## config.mk

```make
export PLATFORM = sky130hd
export DESIGN_NAME = fbm_master
export DESIGN_NICKNAME = d
export VERILOG_FILES = /design/src/common/fbm_pkg.sv /design/src/hdl/fbm_step.sv /design/src/hdl/fbm_master.sv
export SDC_FILE = /design/constraint.sdc
export NUM_CORES = 1
export LEC_CHECK = 0
export BUFFER_PORTS_ARGS = -buffer_cell sky130_fd_sc_hd__buf_2
export CAP_MARGIN = 5
export CORE_MARGIN = 10
export CORE_UTILIZATION = 30
export DETAILED_ROUTE_END_ITERATION = 10
export PLACE_DENSITY = 0.45
export SKIP_CTS_REPAIR_TIMING = 1
export SYNTH_ARGS = -nofsm -noshare
export SYNTH_HDL_FRONTEND = slang
export SYNTH_SLANG_ARGS = --single-unit
```

## constraint.sdc

```tcl
create_clock -name clk -period 2.9 [get_ports clk]
set_clock_uncertainty 0.1 [all_clocks]
set_input_delay 0.58 -clock clk [delete_from_list [all_inputs] [get_ports clk]]
set_output_delay 0.58 -clock clk [all_outputs]
set_load 0.05 [all_outputs]
```

## src/common/fbm_pkg.sv

```systemverilog
// shared types and constants of the fieldbus master state sequencer
// assumes a 200 MHz clock and a slave that answers each command once
package fbm_pkg;

  // ************************************************************
  // application states of the slave, lowest first
  // ************************************************************
  typedef enum logic [2:0] {
    FBM_INIT, FBM_PREOP, FBM_SAFEOP, FBM_OP, FBM_BOOT
  } fbm_app_e;

  typedef enum logic [2:0] {
    FBM_CMD_CFG, FBM_CMD_STATE, FBM_CMD_MBX_RD, FBM_CMD_MBX_WR
  } fbm_cmd_e;

  typedef enum logic [2:0] {
    FBM_CFG_ADDR, FBM_CFG_MBXP, FBM_CFG_DCLK,
    FBM_CFG_MAP, FBM_CFG_SMCH, FBM_CFG_FMMU
  } fbm_cfg_e;

  typedef enum logic [2:0] {
    FBM_SQ_IDLE, FBM_SQ_STEP, FBM_SQ_CFG, FBM_SQ_REQ, FBM_SQ_WAIT,
    FBM_SQ_MWAIT
  } fbm_seq_e;

  // ************************************************************
  // link carriers
  // ************************************************************
  typedef struct packed {
    logic valid;
    fbm_cmd_e cmd;
    fbm_app_e state;
    fbm_cfg_e item;
    logic [15:0] data;
  } fbm_cmd_s;

  typedef struct packed {
    logic valid;
    fbm_app_e state;
    logic err;
    logic [1:0] wkc;
    logic [15:0] data;
    logic mbx_full;
  } fbm_ans_s;

  typedef struct packed {
    logic valid;
    logic out_valid;
    logic [15:0] out_data;
  } fbm_frame_s;

  typedef logic [4:0] fbm_addr_t;

  // ************************************************************
  // register map and fields
  // ************************************************************
  localparam fbm_addr_t FBM_REG_CTRL = 5'h00;
  localparam fbm_addr_t FBM_REG_STAT = 5'h04;
  localparam fbm_addr_t FBM_REG_CFG = 5'h08;
  localparam fbm_addr_t FBM_REG_TX = 5'h0C;
  localparam fbm_addr_t FBM_REG_RX = 5'h10;
  localparam fbm_addr_t FBM_REG_OUT = 5'h14;
  localparam int FBM_CTRL_TGT_LSB = 0;
  localparam int FBM_CTRL_GO_BIT = 3;
  localparam int FBM_CTRL_MBX_EN_BIT = 4;
  localparam int FBM_CTRL_DC_EN_BIT = 5;
  localparam int FBM_STAT_BUSY_BIT = 4;
  localparam int FBM_STAT_ERR_BIT = 5;
  localparam int FBM_STAT_RXV_BIT = 6;
  localparam int FBM_STAT_TXP_BIT = 7;
  localparam int FBM_STAT_SLV_ERR_BIT = 8;
  localparam logic [31:0] FBM_CFG_RESET = 32'h0000_0000;
  localparam logic [1:0] FBM_WKC_OK = 2'h1;
  localparam logic [1:0] FBM_CFG_ITEMS = 2'h3;

  // ************************************************************
  // timing
  // ************************************************************
  localparam int FBM_CLK_NS = 5;
  localparam int FBM_FRAME_NS = 1000;
  localparam int FBM_ANS_TIMEOUT_NS = 10000;
  localparam logic [11:0] FBM_FRAME_CYC = 12'(FBM_FRAME_NS / FBM_CLK_NS);
  localparam logic [11:0] FBM_ANS_CYC =
    12'(FBM_ANS_TIMEOUT_NS / FBM_CLK_NS);
  localparam logic [1:0] FBM_OP_LEAD_FRAMES = 2'h2;

endpackage

```

## src/hdl/fbm_step.sv

```systemverilog
// next legal single transition toward a target application state
// purely combinational; the caller holds current and target stable
module fbm_step
  import fbm_pkg::*;
(
  input fbm_pkg::fbm_app_e cur,
  input fbm_pkg::fbm_app_e target,
  output fbm_pkg::fbm_app_e next,
  output logic legal
);

  // ************************************************************
  // transition choice
  // ************************************************************
  always_comb begin
    next = cur;
    legal = 1'b1;
    if (cur == target) begin
      next = cur;
    end else if (target == FBM_BOOT) begin
      legal = (cur == FBM_INIT);
      next = FBM_BOOT;
    end else if (cur == FBM_BOOT) begin
      legal = (target == FBM_INIT);
      next = FBM_INIT;
    end else if (cur == FBM_OP) begin
      // only the top state may jump straight down
      next = target;
    end else if (target > cur) begin
      next = fbm_app_e'(cur + 3'h1);
    end else begin
      next = fbm_app_e'(cur - 3'h1);
    end
  end

endmodule

```

## src/hdl/fbm_master.sv

```systemverilog
// fieldbus master: sequences slave application states and mailboxes
// assumes an Avalon-MM master on the register side and a slave that
// answers every command with one ans.valid pulse
//
// Function
// - going up, step init, pre-op, safe-op, op without skipping
// - skipping allowed only when leaving op downward; else adjacent
// - boot-strap reached only from init and left only to init
// - every state change starts with a master state command
// - program address, mailbox, clock registers before pre-op request
// - set mapping, sync channels, fmmu before safe-op request
// - send valid output frames in safe-op before requesting op, except after a drop from op to safe-op
// - read the filled input mailbox as soon as possible
// - detect a full input mailbox by periodic flag polling
// - mailbox read with counter 1 means new data present
// - mailbox write succeeds only with counter 1; else repeat
module fbm_master
  import fbm_pkg::*;
(
  input logic clk,
  input logic resetn,
  input fbm_pkg::fbm_addr_t avs_address,
  input logic avs_read,
  input logic avs_write,
  input logic [31:0] avs_writedata,
  input logic [3:0] avs_byteenable,
  output logic [31:0] avs_readdata,
  output logic avs_waitrequest,
  output fbm_pkg::fbm_cmd_s cmd,
  input fbm_pkg::fbm_ans_s ans,
  output fbm_pkg::fbm_frame_s frame
);
  import fbm_pkg::*;

  // ************************************************************
  // declarations
  // ************************************************************
  fbm_seq_e seq;
  fbm_app_e cur;
  fbm_app_e tgt;
  fbm_app_e step;
  logic step_ok;
  logic mbx_en;
  logic dc_en;
  logic [31:0] cfg_word;
  logic [15:0] tx_data;
  logic [15:0] rx_data;
  logic [15:0] out_data;
  logic busy;
  logic err;
  logic slv_err;
  logic rx_valid;
  logic tx_pend;
  logic rd_pend;
  logic wait_cfg;
  logic mbx_rd_wait;
  logic [1:0] cfg_idx;
  logic [11:0] ans_cnt;
  logic [11:0] frame_cnt;
  logic [1:0] lead_cnt;
  logic wr_hit;
  logic rd_hit;
  logic go;
  logic mbx_ok;
  logic frames_ok;
  logic tick;
  logic timeout;
  logic [31:0] rd_mux;
  logic [31:0] wr_ctrl;
  fbm_cfg_e item;
  logic item_need;

  function automatic logic [31:0] be_merge(
    input logic [31:0] old,
    input logic [31:0] nw,
    input logic [3:0] be
  );
    logic [31:0] r;
    r = old;
    for (int i = 0; i < 4; i++) begin
      if (be[i]) begin
        r[i*8 +: 8] = nw[i*8 +: 8];
      end
    end
    return r;
  endfunction

  fbm_step u_step (
    .cur(cur),
    .target(tgt),
    .next(step),
    .legal(step_ok)
  );

  // ************************************************************
  // register bus
  // ************************************************************
  // waitrequest idles high; a request is answered one cycle later
  assign wr_hit = avs_write && !avs_waitrequest;
  assign rd_hit = avs_read && !avs_waitrequest;
  assign wr_ctrl = be_merge(32'h0000_0000, avs_writedata, avs_byteenable);
  assign go = wr_hit && (avs_address == FBM_REG_CTRL) &&
              wr_ctrl[FBM_CTRL_GO_BIT];

  always_ff @(posedge clk) begin
    if (!resetn) begin
      avs_waitrequest <= 1'b1;
    end else if ((avs_read || avs_write) && avs_waitrequest) begin
      avs_waitrequest <= 1'b0;
    end else begin
      avs_waitrequest <= 1'b1;
    end
  end

  always_comb begin
    rd_mux = 32'h0000_0000;
    case (avs_address)
      FBM_REG_CTRL: begin
        rd_mux[FBM_CTRL_TGT_LSB +: 3] = tgt;
        rd_mux[FBM_CTRL_MBX_EN_BIT] = mbx_en;
        rd_mux[FBM_CTRL_DC_EN_BIT] = dc_en;
      end
      FBM_REG_STAT: begin
        rd_mux[2:0] = cur;
        rd_mux[FBM_STAT_BUSY_BIT] = busy;
        rd_mux[FBM_STAT_ERR_BIT] = err;
        rd_mux[FBM_STAT_RXV_BIT] = rx_valid;
        rd_mux[FBM_STAT_TXP_BIT] = tx_pend;
        rd_mux[FBM_STAT_SLV_ERR_BIT] = slv_err;
      end
      FBM_REG_CFG: rd_mux = cfg_word;
      FBM_REG_TX: rd_mux[15:0] = tx_data;
      FBM_REG_RX: rd_mux[15:0] = rx_data;
      FBM_REG_OUT: rd_mux[15:0] = out_data;
      default: rd_mux = 32'h0000_0000;
    endcase
  end

  always_ff @(posedge clk) begin
    if (!resetn) begin
      avs_readdata <= 32'h0000_0000;
    end else if (avs_read && avs_waitrequest) begin
      avs_readdata <= rd_mux;
    end
  end

  // software settings; target and options change on every CTRL write with byte lane 0 enabled, go or not
  always_ff @(posedge clk) begin
    if (!resetn) begin
      tgt <= FBM_INIT;
      mbx_en <= 1'b0;
      dc_en <= 1'b0;
      cfg_word <= FBM_CFG_RESET;
      tx_data <= 16'h0000;
      out_data <= 16'h0000;
    end else if (wr_hit) begin
      case (avs_address)
        FBM_REG_CTRL: begin
          if (avs_byteenable[0]) begin
            tgt <= fbm_app_e'(wr_ctrl[FBM_CTRL_TGT_LSB +: 3]);
            mbx_en <= wr_ctrl[FBM_CTRL_MBX_EN_BIT];
            dc_en <= wr_ctrl[FBM_CTRL_DC_EN_BIT];
          end
        end
        FBM_REG_CFG: cfg_word <= be_merge(cfg_word, avs_writedata,
                                          avs_byteenable);
        FBM_REG_TX: tx_data <= 16'(be_merge({16'h0000, tx_data},
                                            avs_writedata,
                                            avs_byteenable));
        FBM_REG_OUT: out_data <= 16'(be_merge({16'h0000, out_data},
                                              avs_writedata,
                                              avs_byteenable));
        default: ;
      endcase
    end
  end

  // ************************************************************
  // cyclic frames and mailbox polling
  // ************************************************************
  // init carries no application traffic, pre-op only mailbox
  assign mbx_ok = (cur != FBM_INIT);
  assign frames_ok = (cur == FBM_SAFEOP) || (cur == FBM_OP);
  assign tick = (frame_cnt == FBM_FRAME_CYC - 12'h001);

  always_ff @(posedge clk) begin
    if (!resetn) begin
      frame_cnt <= 12'h000;
    end else if (tick) begin
      frame_cnt <= 12'h000;
    end else begin
      frame_cnt <= frame_cnt + 12'h001;
    end
  end

  always_ff @(posedge clk) begin
    if (!resetn) begin
      frame <= '0;
    end else begin
      frame.valid <= tick && frames_ok;
      // valid output data already flows in safe-op, ahead of op
      frame.out_valid <= frames_ok;
      frame.out_data <= frames_ok ? out_data : 16'h0000;
    end
  end

  always_ff @(posedge clk) begin
    if (!resetn) begin
      lead_cnt <= 2'h0;
    end else if (!frames_ok) begin
      lead_cnt <= 2'h0;
    end else if (tick && lead_cnt != FBM_OP_LEAD_FRAMES) begin
      lead_cnt <= lead_cnt + 2'h1;
    end
  end

  // ************************************************************
  // configuration item table
  // ************************************************************
  always_comb begin
    item = FBM_CFG_ADDR;
    item_need = 1'b0;
    if (step == FBM_PREOP && cur == FBM_INIT) begin
      case (cfg_idx)
        2'h0: begin
          item = FBM_CFG_ADDR;
          item_need = 1'b1;
        end
        2'h1: begin
          item = FBM_CFG_MBXP;
          item_need = mbx_en;
        end
        2'h2: begin
          item = FBM_CFG_DCLK;
          item_need = dc_en;
        end
        default: item_need = 1'b0;
      endcase
    end else if (step == FBM_SAFEOP && cur == FBM_PREOP) begin
      case (cfg_idx)
        2'h0: item = FBM_CFG_MAP;
        2'h1: item = FBM_CFG_SMCH;
        2'h2: item = FBM_CFG_FMMU;
        default: item = FBM_CFG_ADDR;
      endcase
      item_need = (cfg_idx != FBM_CFG_ITEMS);
    end
  end

  assign timeout = (ans_cnt == FBM_ANS_CYC);

  always_ff @(posedge clk) begin
    if (!resetn) begin
      ans_cnt <= 12'h000;
    end else if (seq == FBM_SQ_WAIT || seq == FBM_SQ_MWAIT) begin
      ans_cnt <= ans_cnt + 12'h001;
    end else begin
      ans_cnt <= 12'h000;
    end
  end

  // ************************************************************
  // sequencer
  // ************************************************************
  // a slave that never answers is given up on; err tells software for state and set-up commands, mailbox waits end silently
  always_ff @(posedge clk) begin
    if (!resetn) begin
      seq <= FBM_SQ_IDLE;
      cur <= FBM_INIT;
      cmd <= '0;
      busy <= 1'b0;
      err <= 1'b0;
      slv_err <= 1'b0;
      rx_valid <= 1'b0;
      rx_data <= 16'h0000;
      tx_pend <= 1'b0;
      rd_pend <= 1'b0;
      wait_cfg <= 1'b0;
      mbx_rd_wait <= 1'b0;
      cfg_idx <= 2'h0;
    end else begin
      cmd.valid <= 1'b0;
      if (go) begin
        busy <= 1'b1;
        err <= 1'b0;
        slv_err <= 1'b0;
      end
      if (wr_hit && avs_address == FBM_REG_TX) begin
        tx_pend <= 1'b1;
      end
      if (rd_hit && avs_address == FBM_REG_RX) begin
        rx_valid <= 1'b0;
      end
      case (seq)
        FBM_SQ_IDLE: begin
          if (rd_pend && mbx_ok) begin
            cmd.valid <= 1'b1;
            cmd.cmd <= FBM_CMD_MBX_RD;
            mbx_rd_wait <= 1'b1;
            seq <= FBM_SQ_MWAIT;
          end else if (busy && !go) begin
            seq <= FBM_SQ_STEP;
          end else if (tx_pend && mbx_ok) begin
            // in boot-strap this carries the firmware image
            cmd.valid <= 1'b1;
            cmd.cmd <= FBM_CMD_MBX_WR;
            cmd.data <= tx_data;
            mbx_rd_wait <= 1'b0;
            seq <= FBM_SQ_MWAIT;
          end
        end
        FBM_SQ_STEP: begin
          cfg_idx <= 2'h0;
          if (cur == tgt) begin
            busy <= 1'b0;
            seq <= FBM_SQ_IDLE;
          end else if (!step_ok) begin
            err <= 1'b1;
            busy <= 1'b0;
            seq <= FBM_SQ_IDLE;
          end else begin
            seq <= FBM_SQ_CFG;
          end
        end
        FBM_SQ_CFG: begin
          if (step == FBM_OP) begin
            if (lead_cnt == FBM_OP_LEAD_FRAMES) begin
              seq <= FBM_SQ_REQ;
            end
          end else if (cfg_idx == FBM_CFG_ITEMS) begin
            seq <= FBM_SQ_REQ;
          end else if (item_need) begin
            cmd.valid <= 1'b1;
            cmd.cmd <= FBM_CMD_CFG;
            cmd.item <= item;
            cmd.data <= (item == FBM_CFG_ADDR) ? cfg_word[15:0] :
                        cfg_word[31:16];
            wait_cfg <= 1'b1;
            seq <= FBM_SQ_WAIT;
          end else begin
            cfg_idx <= cfg_idx + 2'h1;
          end
        end
        FBM_SQ_REQ: begin
          cmd.valid <= 1'b1;
          cmd.cmd <= FBM_CMD_STATE;
          cmd.state <= step;
          wait_cfg <= 1'b0;
          seq <= FBM_SQ_WAIT;
        end
        FBM_SQ_WAIT: begin
          if (ans.valid) begin
            if (wait_cfg) begin
              cfg_idx <= cfg_idx + 2'h1;
              seq <= FBM_SQ_CFG;
            end else begin
              cur <= ans.state;
              if (ans.err || ans.state != step) begin
                err <= 1'b1;
                slv_err <= ans.err;
                busy <= 1'b0;
              end
              seq <= FBM_SQ_IDLE;
            end
          end else if (timeout) begin
            err <= 1'b1;
            busy <= 1'b0;
            seq <= FBM_SQ_IDLE;
          end
        end
        FBM_SQ_MWAIT: begin
          if (ans.valid) begin
            if (mbx_rd_wait) begin
              // a counter of one is the only proof of fresh data
              if (ans.wkc == FBM_WKC_OK) begin
                rx_data <= ans.data;
                rx_valid <= 1'b1;
              end
              rd_pend <= 1'b0;
            end else if (ans.wkc == FBM_WKC_OK &&
                         !(wr_hit && avs_address == FBM_REG_TX)) begin
              tx_pend <= 1'b0;
            end
            seq <= FBM_SQ_IDLE;
          end else if (timeout) begin
            seq <= FBM_SQ_IDLE;
          end
        end
        default: seq <= FBM_SQ_IDLE;
      endcase
      // a poll landing with an answer wins; at worst one empty read
      if (tick && mbx_ok && ans.mbx_full) begin
        rd_pend <= 1'b1;
      end
    end
  end

endmodule

```

# --- Word-level counts from Yosys, hierarchy flattened ---
# Cells that the tools add are included.
op_classes:
  add_sub_neg: 6
  magnitude_cmp: 1
  n_eq_ne: 44
  mux: 100
  n_bitwise: 4
  n_reduce_logical: 62
ops:
  columns: ["operator", "n"]
  rows:
  - ["16-bit two-way mux", 8]
  - ["3-bit two-way mux", 17]
  - ["1-bit two-way mux", 45]
  - ["3-bit AND reduction", 13]
  - ["3-bit one-hot mux with 6 select lines", 2]
  - ["16-bit one-hot mux with 2 select lines", 1]
  - ["7-bit one-hot mux with 4 select lines", 1]
  - ["12-bit by 1-bit adder with 12-bit output (second input constant)", 2]
  - ["4-bit two-way mux", 6]
  - ["2-bit != test (second input constant)", 12]
  - ["3-bit by 2-bit == test with 1-bit output (second input constant)", 6]
  - ["1-bit logical AND", 18]
  - ["2-bit two-way mux", 8]
  - ["3-bit one-hot mux with 5 select lines", 1]
  - ["12-bit by 11-bit == test with 1-bit output (second input constant)", 1]
  - ["12-bit by 8-bit == test with 1-bit output (second input constant)", 1]
  - ["3-bit == test (second input constant)", 4]
  - ["3-bit logical NOT", 4]
  - ["2-bit one-hot mux with 6 select lines", 1]
  - ["4-bit one-hot mux with 3 select lines", 1]
  - ["4-bit AND reduction", 3]
  - ["6-bit AND reduction", 2]
  - ["2-bit nonzero test", 6]
  - ["5-bit by 4-bit == test with 1-bit output (second input constant)", 2]
  - ["29 further kinds", 52]
totals:
  register_bits: 204
  in_bits: 69

# --- Depth between registers and ports, before layout ---
# Gate-level depths: netlist (run 1).
depth:
  word_depth: 16
  depth_mapped: 14
  ltp_nobuf: 10

# --- Modules after synthesis ---
# A second synthesis (run 1) with hierarchy kept.
unflattened:
  cells_unflattened: 957
  hier_area_um2: 9115.0
by_module_without_submodules:
  columns: ["module", "instances", "cells_each", "area_per_inst_um2", "seq_area_each_um2"]
  rows:
  - ["fbm_master", 1, 923, 8866.0, 4063.9]
  - ["fbm_step", 1, 34, 249.0, 0.0]

# --- Worst setup path before layout (run 1) ---
# Ideal clock, no wire load.
synth_timing:
  kind: "reg-to-reg"
  from: "register cur[2]"
  to: "register cmd[10] (netlist name)"
  arrival_ps: 2725
  t_required_ps: 2683
  path_slack_ps: -42
  stages_incl_launch_ff: 15
  n_path_buf: 4
  cell_sequence: "dfxtp_1 -> buf_4 -> inv_1 -> ha_1 -> and3_1 -> buf_6 -> a211o_1 -> o22a_4 -> nor3_1 -> o2bb2ai_1 -> nand3_2 -> and3_1 -> buf_6 -> buf_6 -> a32o_2"
synth_via:
  elab_chain_cells: 16
  elab_cells_between_ends: 36
synth_rtl:
  columns: ["item", "line", "text"]
  rows:
  - ["start: declaration", "fbm_master.sv:39", "fbm_app_e cur;"]
  - ["start signal: assignment", "fbm_master.sv:357", "cur <= ans.state;"]
  - ["3-bit by 1-bit subtractor with 3-bit output (tied with other cells)", "fbm_step.sv:32", "next = fbm_app_e'(cur - 3'h1);"]
  - ["3-bit two-way mux", "fbm_step.sv:29", "end else if (target > cur) begin"]
  - ["3-bit two-way mux", "fbm_step.sv:26", "end else if (cur == FBM_OP) begin"]
  - ["3-bit two-way mux", "fbm_step.sv:23", "end else if (cur == FBM_BOOT) begin"]
  - ["3-bit two-way mux", "fbm_step.sv:20", "end else if (target == FBM_BOOT) begin"]
  - ["3-bit two-way mux", "fbm_step.sv:18", "if (cur == target) begin"]
  - ["3-bit by 2-bit == test with 1-bit output", "fbm_master.sv:239", "end else if (step == FBM_SAFEOP && cur == FBM_PREOP) begin"]
  - ["1-bit logical AND", "fbm_master.sv:239", null]
  - ["3-bit two-way mux", "fbm_master.sv:239", null]
  - ["3-bit two-way mux", "fbm_master.sv:223", "if (step == FBM_PREOP && cur == FBM_INIT) begin"]
  - ["3-bit logical NOT", "fbm_master.sv:336", "cmd.data <= (item == FBM_CFG_ADDR) ? cfg_word[15:0] :"]
  - ["16-bit two-way mux", "fbm_master.sv:336", null]
  - ["16-bit two-way mux", "fbm_master.sv:332", "end else if (item_need) begin"]
  - ["16-bit two-way mux", "fbm_master.sv:330", "end else if (cfg_idx == FBM_CFG_ITEMS) begin"]
  - ["16-bit two-way mux", "fbm_master.sv:326", "if (step == FBM_OP) begin"]
  - ["16-bit one-hot mux with 2 select lines", "fbm_master.sv:294", "case (seq)"]
  - ["end: declaration", "fbm_master.sv:29", "output fbm_pkg::fbm_cmd_s cmd,"]
# Several ways; a longest one is shown, not always the timed one. The select of a mux whose other input is x is not followed.
# A chain may end at the register's enable or synchronous reset.

# --- Worst setup path in the final report (run 1) ---
layout_timing:
  from: "register cur[0]"
  to: "register cmd[9] (netlist name)"
# The elaborated chain is that of the path after synthesis.

==> results by group, run 1 <==
Floorplanning
  • Die H: 194 um
  • Die Wd: 194 um
  • Standard-cell rows: 63
  • Initial core utilization: 0.306
  • Core footprint: 29800 um^2
  • Die area: 37800 um^2
  • Number of I/O pins: 146

Setup path
  • Crit Path Class: reg -> reg
  • Required time of the critical path: 3210 ps
  • Crit path max fanout: 8
  • Worst r2r path cells: 10
  • CP Launch Point: cur[0]$_SDFFE_PN0P_
  • Crit. End Element: flip-flop
  • Reg-to-Reg End: cmd[9]$_SDFFE_PN0P_
  • Critical Path Sink: cmd[9]$_SDFFE_PN0P_
  • Critical path startpoint category: flip-flop
  • Reg-to-reg setup timing slack: 50 ps
  • Worst r2r src: cur[0]$_SDFFE_PN0P_
  • WP data arrival: 3160 ps

Clock network
  • Worst skew pair latency: 520 ps
  • TritonCTS clock tree: built
  • CTS Buf Count: 25
  • Root Buffer: clkbuf_16
  • CTS sink cnt: 203
  • Clock Path Buffers: 3
  • # H-tree levels: 1
  • Clock transition at path regs: 60 ps

Timing
  • Max-slew violations: 0
  • RSZ-0062 raised after global routing: yes
  • Final hold viol count: 0
  • Final setup viols: 0
  • Slew @ Worst Pin: 652 ps
  • Relative slew slack: 0.565
  • Max Clk Rate: 350 MHz
  • Final min period: 2850 ps
  • Final worst slack: 45.6 ps
  • Final period util: 0.984

Finish
  • Final std cells w/o fill: 1567
  • NumNets Final: 1250
  • FILL cells: 3079
  • Most frequent cells in the layout: 199 x dfxtp_1, 143 x buf_2, 114 x nand2_1
  • Most common cell after layout, fill and taps aside: dfxtp_1
  • Synthesis-to-finish area growth: 27.3%
  • Layout cells sized above 1: 0.247
  • Post-route design area: 11600 um^2

Hold path
  • Hold WC Path Type: in -> reg

Global route
  • First-pass GRT wire length: 45700 um
  • Initial antenna violation count: 0
  • Pin count of the biggest net entering global routing: 150
  • GRT overflow: 0
  • Total GRT Usage: 0.148
  • Vias in the first global route: 7571

Detailed routing
  • Total wire length: 30000 um
  • Via count: 7654
  • Mean number of vias per cell: 4.88
  • Routed wire per std cell: 19.1 um
  • DRT iter0 DRCs: 400
  • DRC viols: 0
  • Pre-Repair DR Iteration Count: 5
  • Number of routed nets with antenna violations: 0

Power and ir drop
  • NetSw: 0.00149 W
  • Flop pwr share: 0.448
  • Internal: 0.00483 W
  • Peak VDD IR: 333 uV
  • PD cells: 544 nW/um^2
  • Logic pwr share: 0.071
  • Clk pwr share: 0.481
  • Standby leakage power: 4.94 nW
  • Switching part of the total: 0.236

Synthesis
  • Synth top area share: 0.445
  • Cell Area, Synth: 9130 um^2
  • Post-synth top flop: dfxtp_1
  • Synth area leaders: dfxtp_1 45%, mux2i_1 8.8%, nor2b_1 6.5%, nand2_1 4.8%, nand3_1 2.5%
  • Synth Warn #: 0
  • Synth cell types: 66
  • Sequential element share of the synthesized area: 0.445
  • Flops & latches, synth: 203
  • Area leader, netlist: dfxtp_1
  • Syn avg cell area: 9.20 um^2
  • Post-synth EDFFs: 0
  • Synth Net Count: 1078
  • FFs w/ async S/R, synth: 0
  • Post-Syn Instances: 992

Place
  • DP Area: 10500 um^2
  • GP Congestion: 0.821
  • Post-DP HPWL: 21400 um
  • Placed cell count: 1513
  • I/O Buffers: 144
  • Place WS: -48.3 ps

Status
  • Status: complete, no violations

Run
  • Max Cap Violations: 0
routing by layer:
| metal | part of all wire | up-vias | global-route usage |
|---|---|---|---|
| met3 | 0.066 | 31 | 0.0379 |
| met4 | 0.017 | 0 | 0.0338 |
| met2 | 0.41 | 181 | 0.212 |
| met1 | 0.51 | 3614 | 0.215 |
| met5 | 0 | - | 0 |
| li1 | - | 3828 | - |
sequential cells by signal, summed over array words and instances (netlist names), 3 cells and up:
name / cells
seq: 3
frame_cnt: 12
cur: 3
out_data: 16
frame: 18
tx_data: 16
avs_readdata: 32
ans_cnt: 12
tgt: 3
cfg_word: 32
rx_data: 16
cmd: 25
worst min-delay path by stage:
stage	from	endpoint	slack, ps	cells past startpoint
finish	avs_write	avs_waitrequest$_SDFF_PN1_	210	2
CTS	avs_write	avs_waitrequest$_SDFF_PN1_	190	2
floorplan	frame_cnt[0]$_SDFF_PP0_	frame_cnt[0]$_SDFF_PP0_	320	1
detailed placement	frame_cnt[0]$_SDFF_PP0_	frame_cnt[0]$_SDFF_PP0_	350	1
global route	avs_write	avs_waitrequest$_SDFF_PN1_	200	2
global placement	frame_cnt[0]$_SDFF_PP0_	frame_cnt[0]$_SDFF_PP0_	340	1
worst max-delay path, cell delays in order (launching register included):
cell,delay (ps)
dfxtp_4,370
ha_1,200
ha_2,320
o221a_1,250
a2111oi_4,70
or3_4,420
nand2_4,90
o2111ai_4,210
clkbuf_16,250
or2_0,220
a32o_2,240
metrics by stage:
stage | TNS, ps | utilization | total power [W] | hold WS [ps]
after floorplan | 0 | - | 0.00314 | 318
after global placement | -4.44 | 0.352 | 0.00331 | 337
after detailed placement | -461 | 0.352 | 0.00331 | 347
after CTS | -763 | 0.378 | 0.00636 | 192
after global routing | -462 | 0.390 | 0.00655 | 198
final | 0 | 0.390 | 0.00632 | 212
cell usage after synthesis (3+ instances only):
cell type / number
ha_1: 17
buf_6: 5
buf_2: 4
nor3_1: 7
o22ai_1: 3
o21ai_0: 20
and2_1: 27
or2_0: 16
a32o_2: 13
nor4b_1: 4
inv_1: 13
clkbuf_1: 49
nand2b_1: 3
a221oi_1: 17
or2_2: 3
nor2_1: 53
xnor2_1: 7
mux2i_1: 80
a22oi_1: 28
nand4_1: 3
nand3b_1: 7
a32o_1: 4
nand2_1: 117
a21oi_1: 28
o21a_1: 3
nand3_1: 46
dfxtp_1: 203
and3_1: 13
o221ai_1: 6
xor2_1: 17
or3_1: 4
a21boi_0: 27
nor2b_1: 95
a211oi_1: 10
or4_1: 3
area by class of cell:
cell class	count	area, um^2	area share
clock inverter	4	70.1	0.00603
antenna	1	2.50	0.000215
clock buffer	35	703	0.0605
multi-input combinational	715	4940	0.426
sequential	203	4070	0.351
timing repair buffer	206	1280	0.111
tap	390	488	0.0420
inverter	13	51.3	0.00442
cells by family after synthesis:
family                     synth area share
AOI/OAI and AO/OA                     0.154
xor gates and xnor gates             0.0230
adders and majority gates            0.0233
buffers and inverters                0.0359
DFF                                   0.445
muxes                                0.0877
other                              0.000411
and+or+nand+nor                       0.231
power by group through the flow:
| stage | registers (W) | clock network, W | logic, W |
|---|---|---|---|
| after floorplan | 0.00292 | 0 | 0.000218 |
| after global placement | 0.00290 | 0 | 0.000415 |
| after detailed placement | 0.00290 | 0 | 0.000413 |
| after CTS | 0.00283 | 0.00311 | 0.000415 |
| after global routing | 0.00284 | 0.00323 | 0.000486 |
| final | 0.00283 | 0.00304 | 0.000449 |
Note: power is estimated with default switching activity, not from simulation.
==> run 2, diff against run 1 <==
CELL_PAD_IN_SITES_DETAIL_PLACEMENT = 0   (was default)
CELL_PAD_IN_SITES_GLOBAL_PLACEMENT = 2   (was default)
PLACE_DENSITY = 0.68   (was 0.45)
SYNTH_HIERARCHICAL = 1   (was default)
==> results by group, run 2 <==
Status
  • Status: finished with violations
  • Failing checks: setup timing

Detailed routing
  • DRC viols: 0
  • DRT iter0 DRCs: 484
  • Total wire length: 30000 um
  • Number of routed nets with antenna violations: 0
  • Routed wire per std cell: 19.4 um
  • Pre-Repair DR Iteration Count: 6
  • Via count: 7414
  • Mean number of vias per cell: 4.81

Synthesis
  • Xor/xnor share of the synthesized area: 0.0250
  • Post-synth top flop: dfxtp_1
  • Synth area leaders: dfxtp_1 45%, mux2i_1 12%, nor2b_1 6.4%, nand2_1 3.6%, a21boi_0 2.8%
  • Synth Area in Adders: 0.0187
  • Simple-gate share of the synthesized area: 0.213
  • Post-synthesis mux area share: 0.118
  • Post-Syn Instances: 957
  • Count leader, synth: dfxtp_1
  • Largest family of logic cells by synthesized area: simple AND/OR/NAND/NOR gates
  • Compound-Gate Fraction of Synth Area: 0.145
  • Commonest cells in the netlist: 203 x dfxtp_1, 106 x mux2i_1, 93 x nor2b_1
  • Area leader, netlist: dfxtp_1
  • Synth Warn #: 6
  • Syn avg cell area: 9.52 um^2
  • Flops & latches, synth: 203
  • Synth Net Count: 1039
  • Post-synth EDFFs: 0
  • Cell Area, Synth: 9110 um^2
  • Sequential element share of the synthesized area: 0.446
  • Synth cell types: 68
  • Synth top area share: 0.446
  • FFs w/ async S/R, synth: 0

Place
  • I/O Buffers: 144
  • DP Area: 10600 um^2
  • GP Congestion: 0.830
  • Post-DP HPWL: 21500 um
  • Place WS: -673 ps
  • Placed cell count: 1489

Power and ir drop
  • NetSw: 0.00158 W
  • Logic pwr share: 0.086
  • Standby leakage power: 4.96 nW
  • Clk pwr share: 0.470
  • Peak VDD IR: 338 uV
  • PD cells: 556 nW/um^2
  • Internal: 0.00483 W
  • Switching part of the total: 0.246
  • Flop pwr share: 0.444

Floorplanning
  • Core footprint: 29800 um^2
  • Initial core utilization: 0.306
  • Number of I/O pins: 146
  • Die H: 194 um
  • Die Wd: 194 um
  • Standard-cell rows: 63
  • Die area: 37800 um^2

Timing
  • WHS: 201 ps
  • Max Clk Rate: 279 MHz
  • Relative slew slack: 0.500
  • Final hold viol count: 0
  • Final setup viols: 31
  • Final worst slack: -683 ps
  • Slew @ Worst Pin: 748 ps
  • RSZ-0062 raised after global routing: yes
  • Final period util: 1.24
  • Final min period: 3580 ps
  • Max-slew violations: 0

Hold path
  • Hold WC Path Type: in -> reg

Global route
  • Initial antenna violation count: 3
  • Total GRT Usage: 0.148
  • First-pass GRT wire length: 45600 um
  • Vias in the first global route: 7269
  • GRT overflow: 0
  • Pin count of the biggest net entering global routing: 167

Setup path
  • Crit-path slowest cell: fa_2
  • Critical path buffers and inverters: 2
  • Most repeated library cell on the critical path: and3_4
  • Critical path startpoint category: flip-flop
  • Crit path max fanout: 7
  • WP data arrival: 3940 ps
  • Required time of the critical path: 3260 ps
  • CP peak stage delay: 370 ps
  • Crit. End Element: flip-flop
  • Crit Path Class: reg -> reg
  • CP cell instances: inv_4, ha_4, nand3b_1, a21oi_4, inv_2, fa_2, xnor2_2, a2111o_1, a2bb2oi_1, and3_4, nor3b_4, and3_4, o21ai_4, a22o_4, a211o_1, a21boi_2
  • Critical path's top delay family: compound AO/OA/AOI/OAI gates

Finish
  • Register cell area after layout: 4080 um^2
  • FILL cells: 3072
  • Multi-input gate area: 4900 um^2
  • Final std cells w/o fill: 1542
  • NumNets Final: 1215
  • Top flop regs: avs_readdata: 32 flops, cfg_word: 32 flops, cmd: 25 flops
  • Synthesis-to-finish area growth: 26.5%
  • Post-route design area: 11500 um^2
  • Layout cells sized above 1: 0.253
  • Most common cell after layout, fill and taps aside: dfxtp_1
  • Most frequent cells in the layout: 197 x dfxtp_1, 143 x buf_2, 106 x mux2i_1

Clock network
  • Clock transition at path regs: 60 ps
  • Clock Path Buffers: 3
  • TritonCTS clock tree: built
  • Root Buffer: clkbuf_16
  • CTS sink cnt: 203
  • Worst skew pair latency: 520 ps
  • CTS Buf Count: 25
  • # H-tree levels: 1

Run
  • Max Cap Violations: 0
run 2: path summary, 6_finish.rpt:
path | slack, ps | start | endpoint | cells after the start
hold / removal | 200 | avs_write | avs_waitrequest$_SDFF_PN1_ | 2
setup reg to reg | -680 | cur[2]$_SDFFE_PN0P_ | cmd[4]$_SDFFE_PN0P_ | 16
setup / recovery | -680 | cur[2]$_SDFFE_PN0P_ | cmd[4]$_SDFFE_PN0P_ | 16
hold reg to reg | 350 | frame_cnt[0]$_SDFF_PP0_ | frame_cnt[0]$_SDFF_PP0_ | 1
run 2: area by class of cell:
class,count,area share
repair buffers,202,0.105
multi-input cells,687,0.425
flip-flops and latches,203,0.354
diodes,1,0.000217
well taps,390,0.0423
clock inverters,4,0.00239
inverters,14,0.00477
clock buffers,41,0.0665
run 2: metrics by stage:
| step | utilization | TNS (ps) | total power [W] |
|---|---|---|---|
| 2_1_floorplan | - | -14800 | 0.00320 |
| 4_1_cts | 0.383 | -18530 | 0.00648 |
| 5_1_grt | 0.387 | -22280 | 0.00666 |
| 3_5_place_dp | 0.357 | -16370 | 0.00343 |
| 6_report | 0.387 | -17400 | 0.00641 |
| 3_3_place_gp | 0.357 | -14900 | 0.00343 |
run 2: power groups by stage:
stage          logic [W]  clock network (W)  registers [W]
6_report        0.000549            0.00301        0.00285
3_5_place_dp    0.000517                  0        0.00291
4_1_cts         0.000520            0.00311        0.00285
5_1_grt         0.000595            0.00321        0.00285
2_1_floorplan   0.000275                  0        0.00293
3_3_place_gp    0.000524                  0        0.00291
run 2: worst reg2reg max path, delay by kind of cell (launching register included):
family,cells,cell delay [ps]
simple gates,4,770
xor+xnor,1,150
fa+ha+maj,2,640
flops,1,360
buf+inv,2,90
compound gates,7,1410
run 2: cell families after synthesis:
group                      count (synthesis)
and+or+nand+nor                          369
DFF                                      203
AOI/OAI and AO/OA                        169
muxes                                    107
xor gates and xnor gates                  26
other                                      1
buffers and inverters                     69
adders and majority gates                 13
run 2: layer usage:
metal  vias to the layer above  part of all wire  wire length [um]  global-route usage
li1                       3740                 -                 -                   -
met1                      3450              0.50             14800               0.213
met2                       195              0.42             12600               0.218
met3                        27             0.069              2070              0.0392
met4                         2             0.013               378              0.0284
met5                         -           0.00043                13                   0
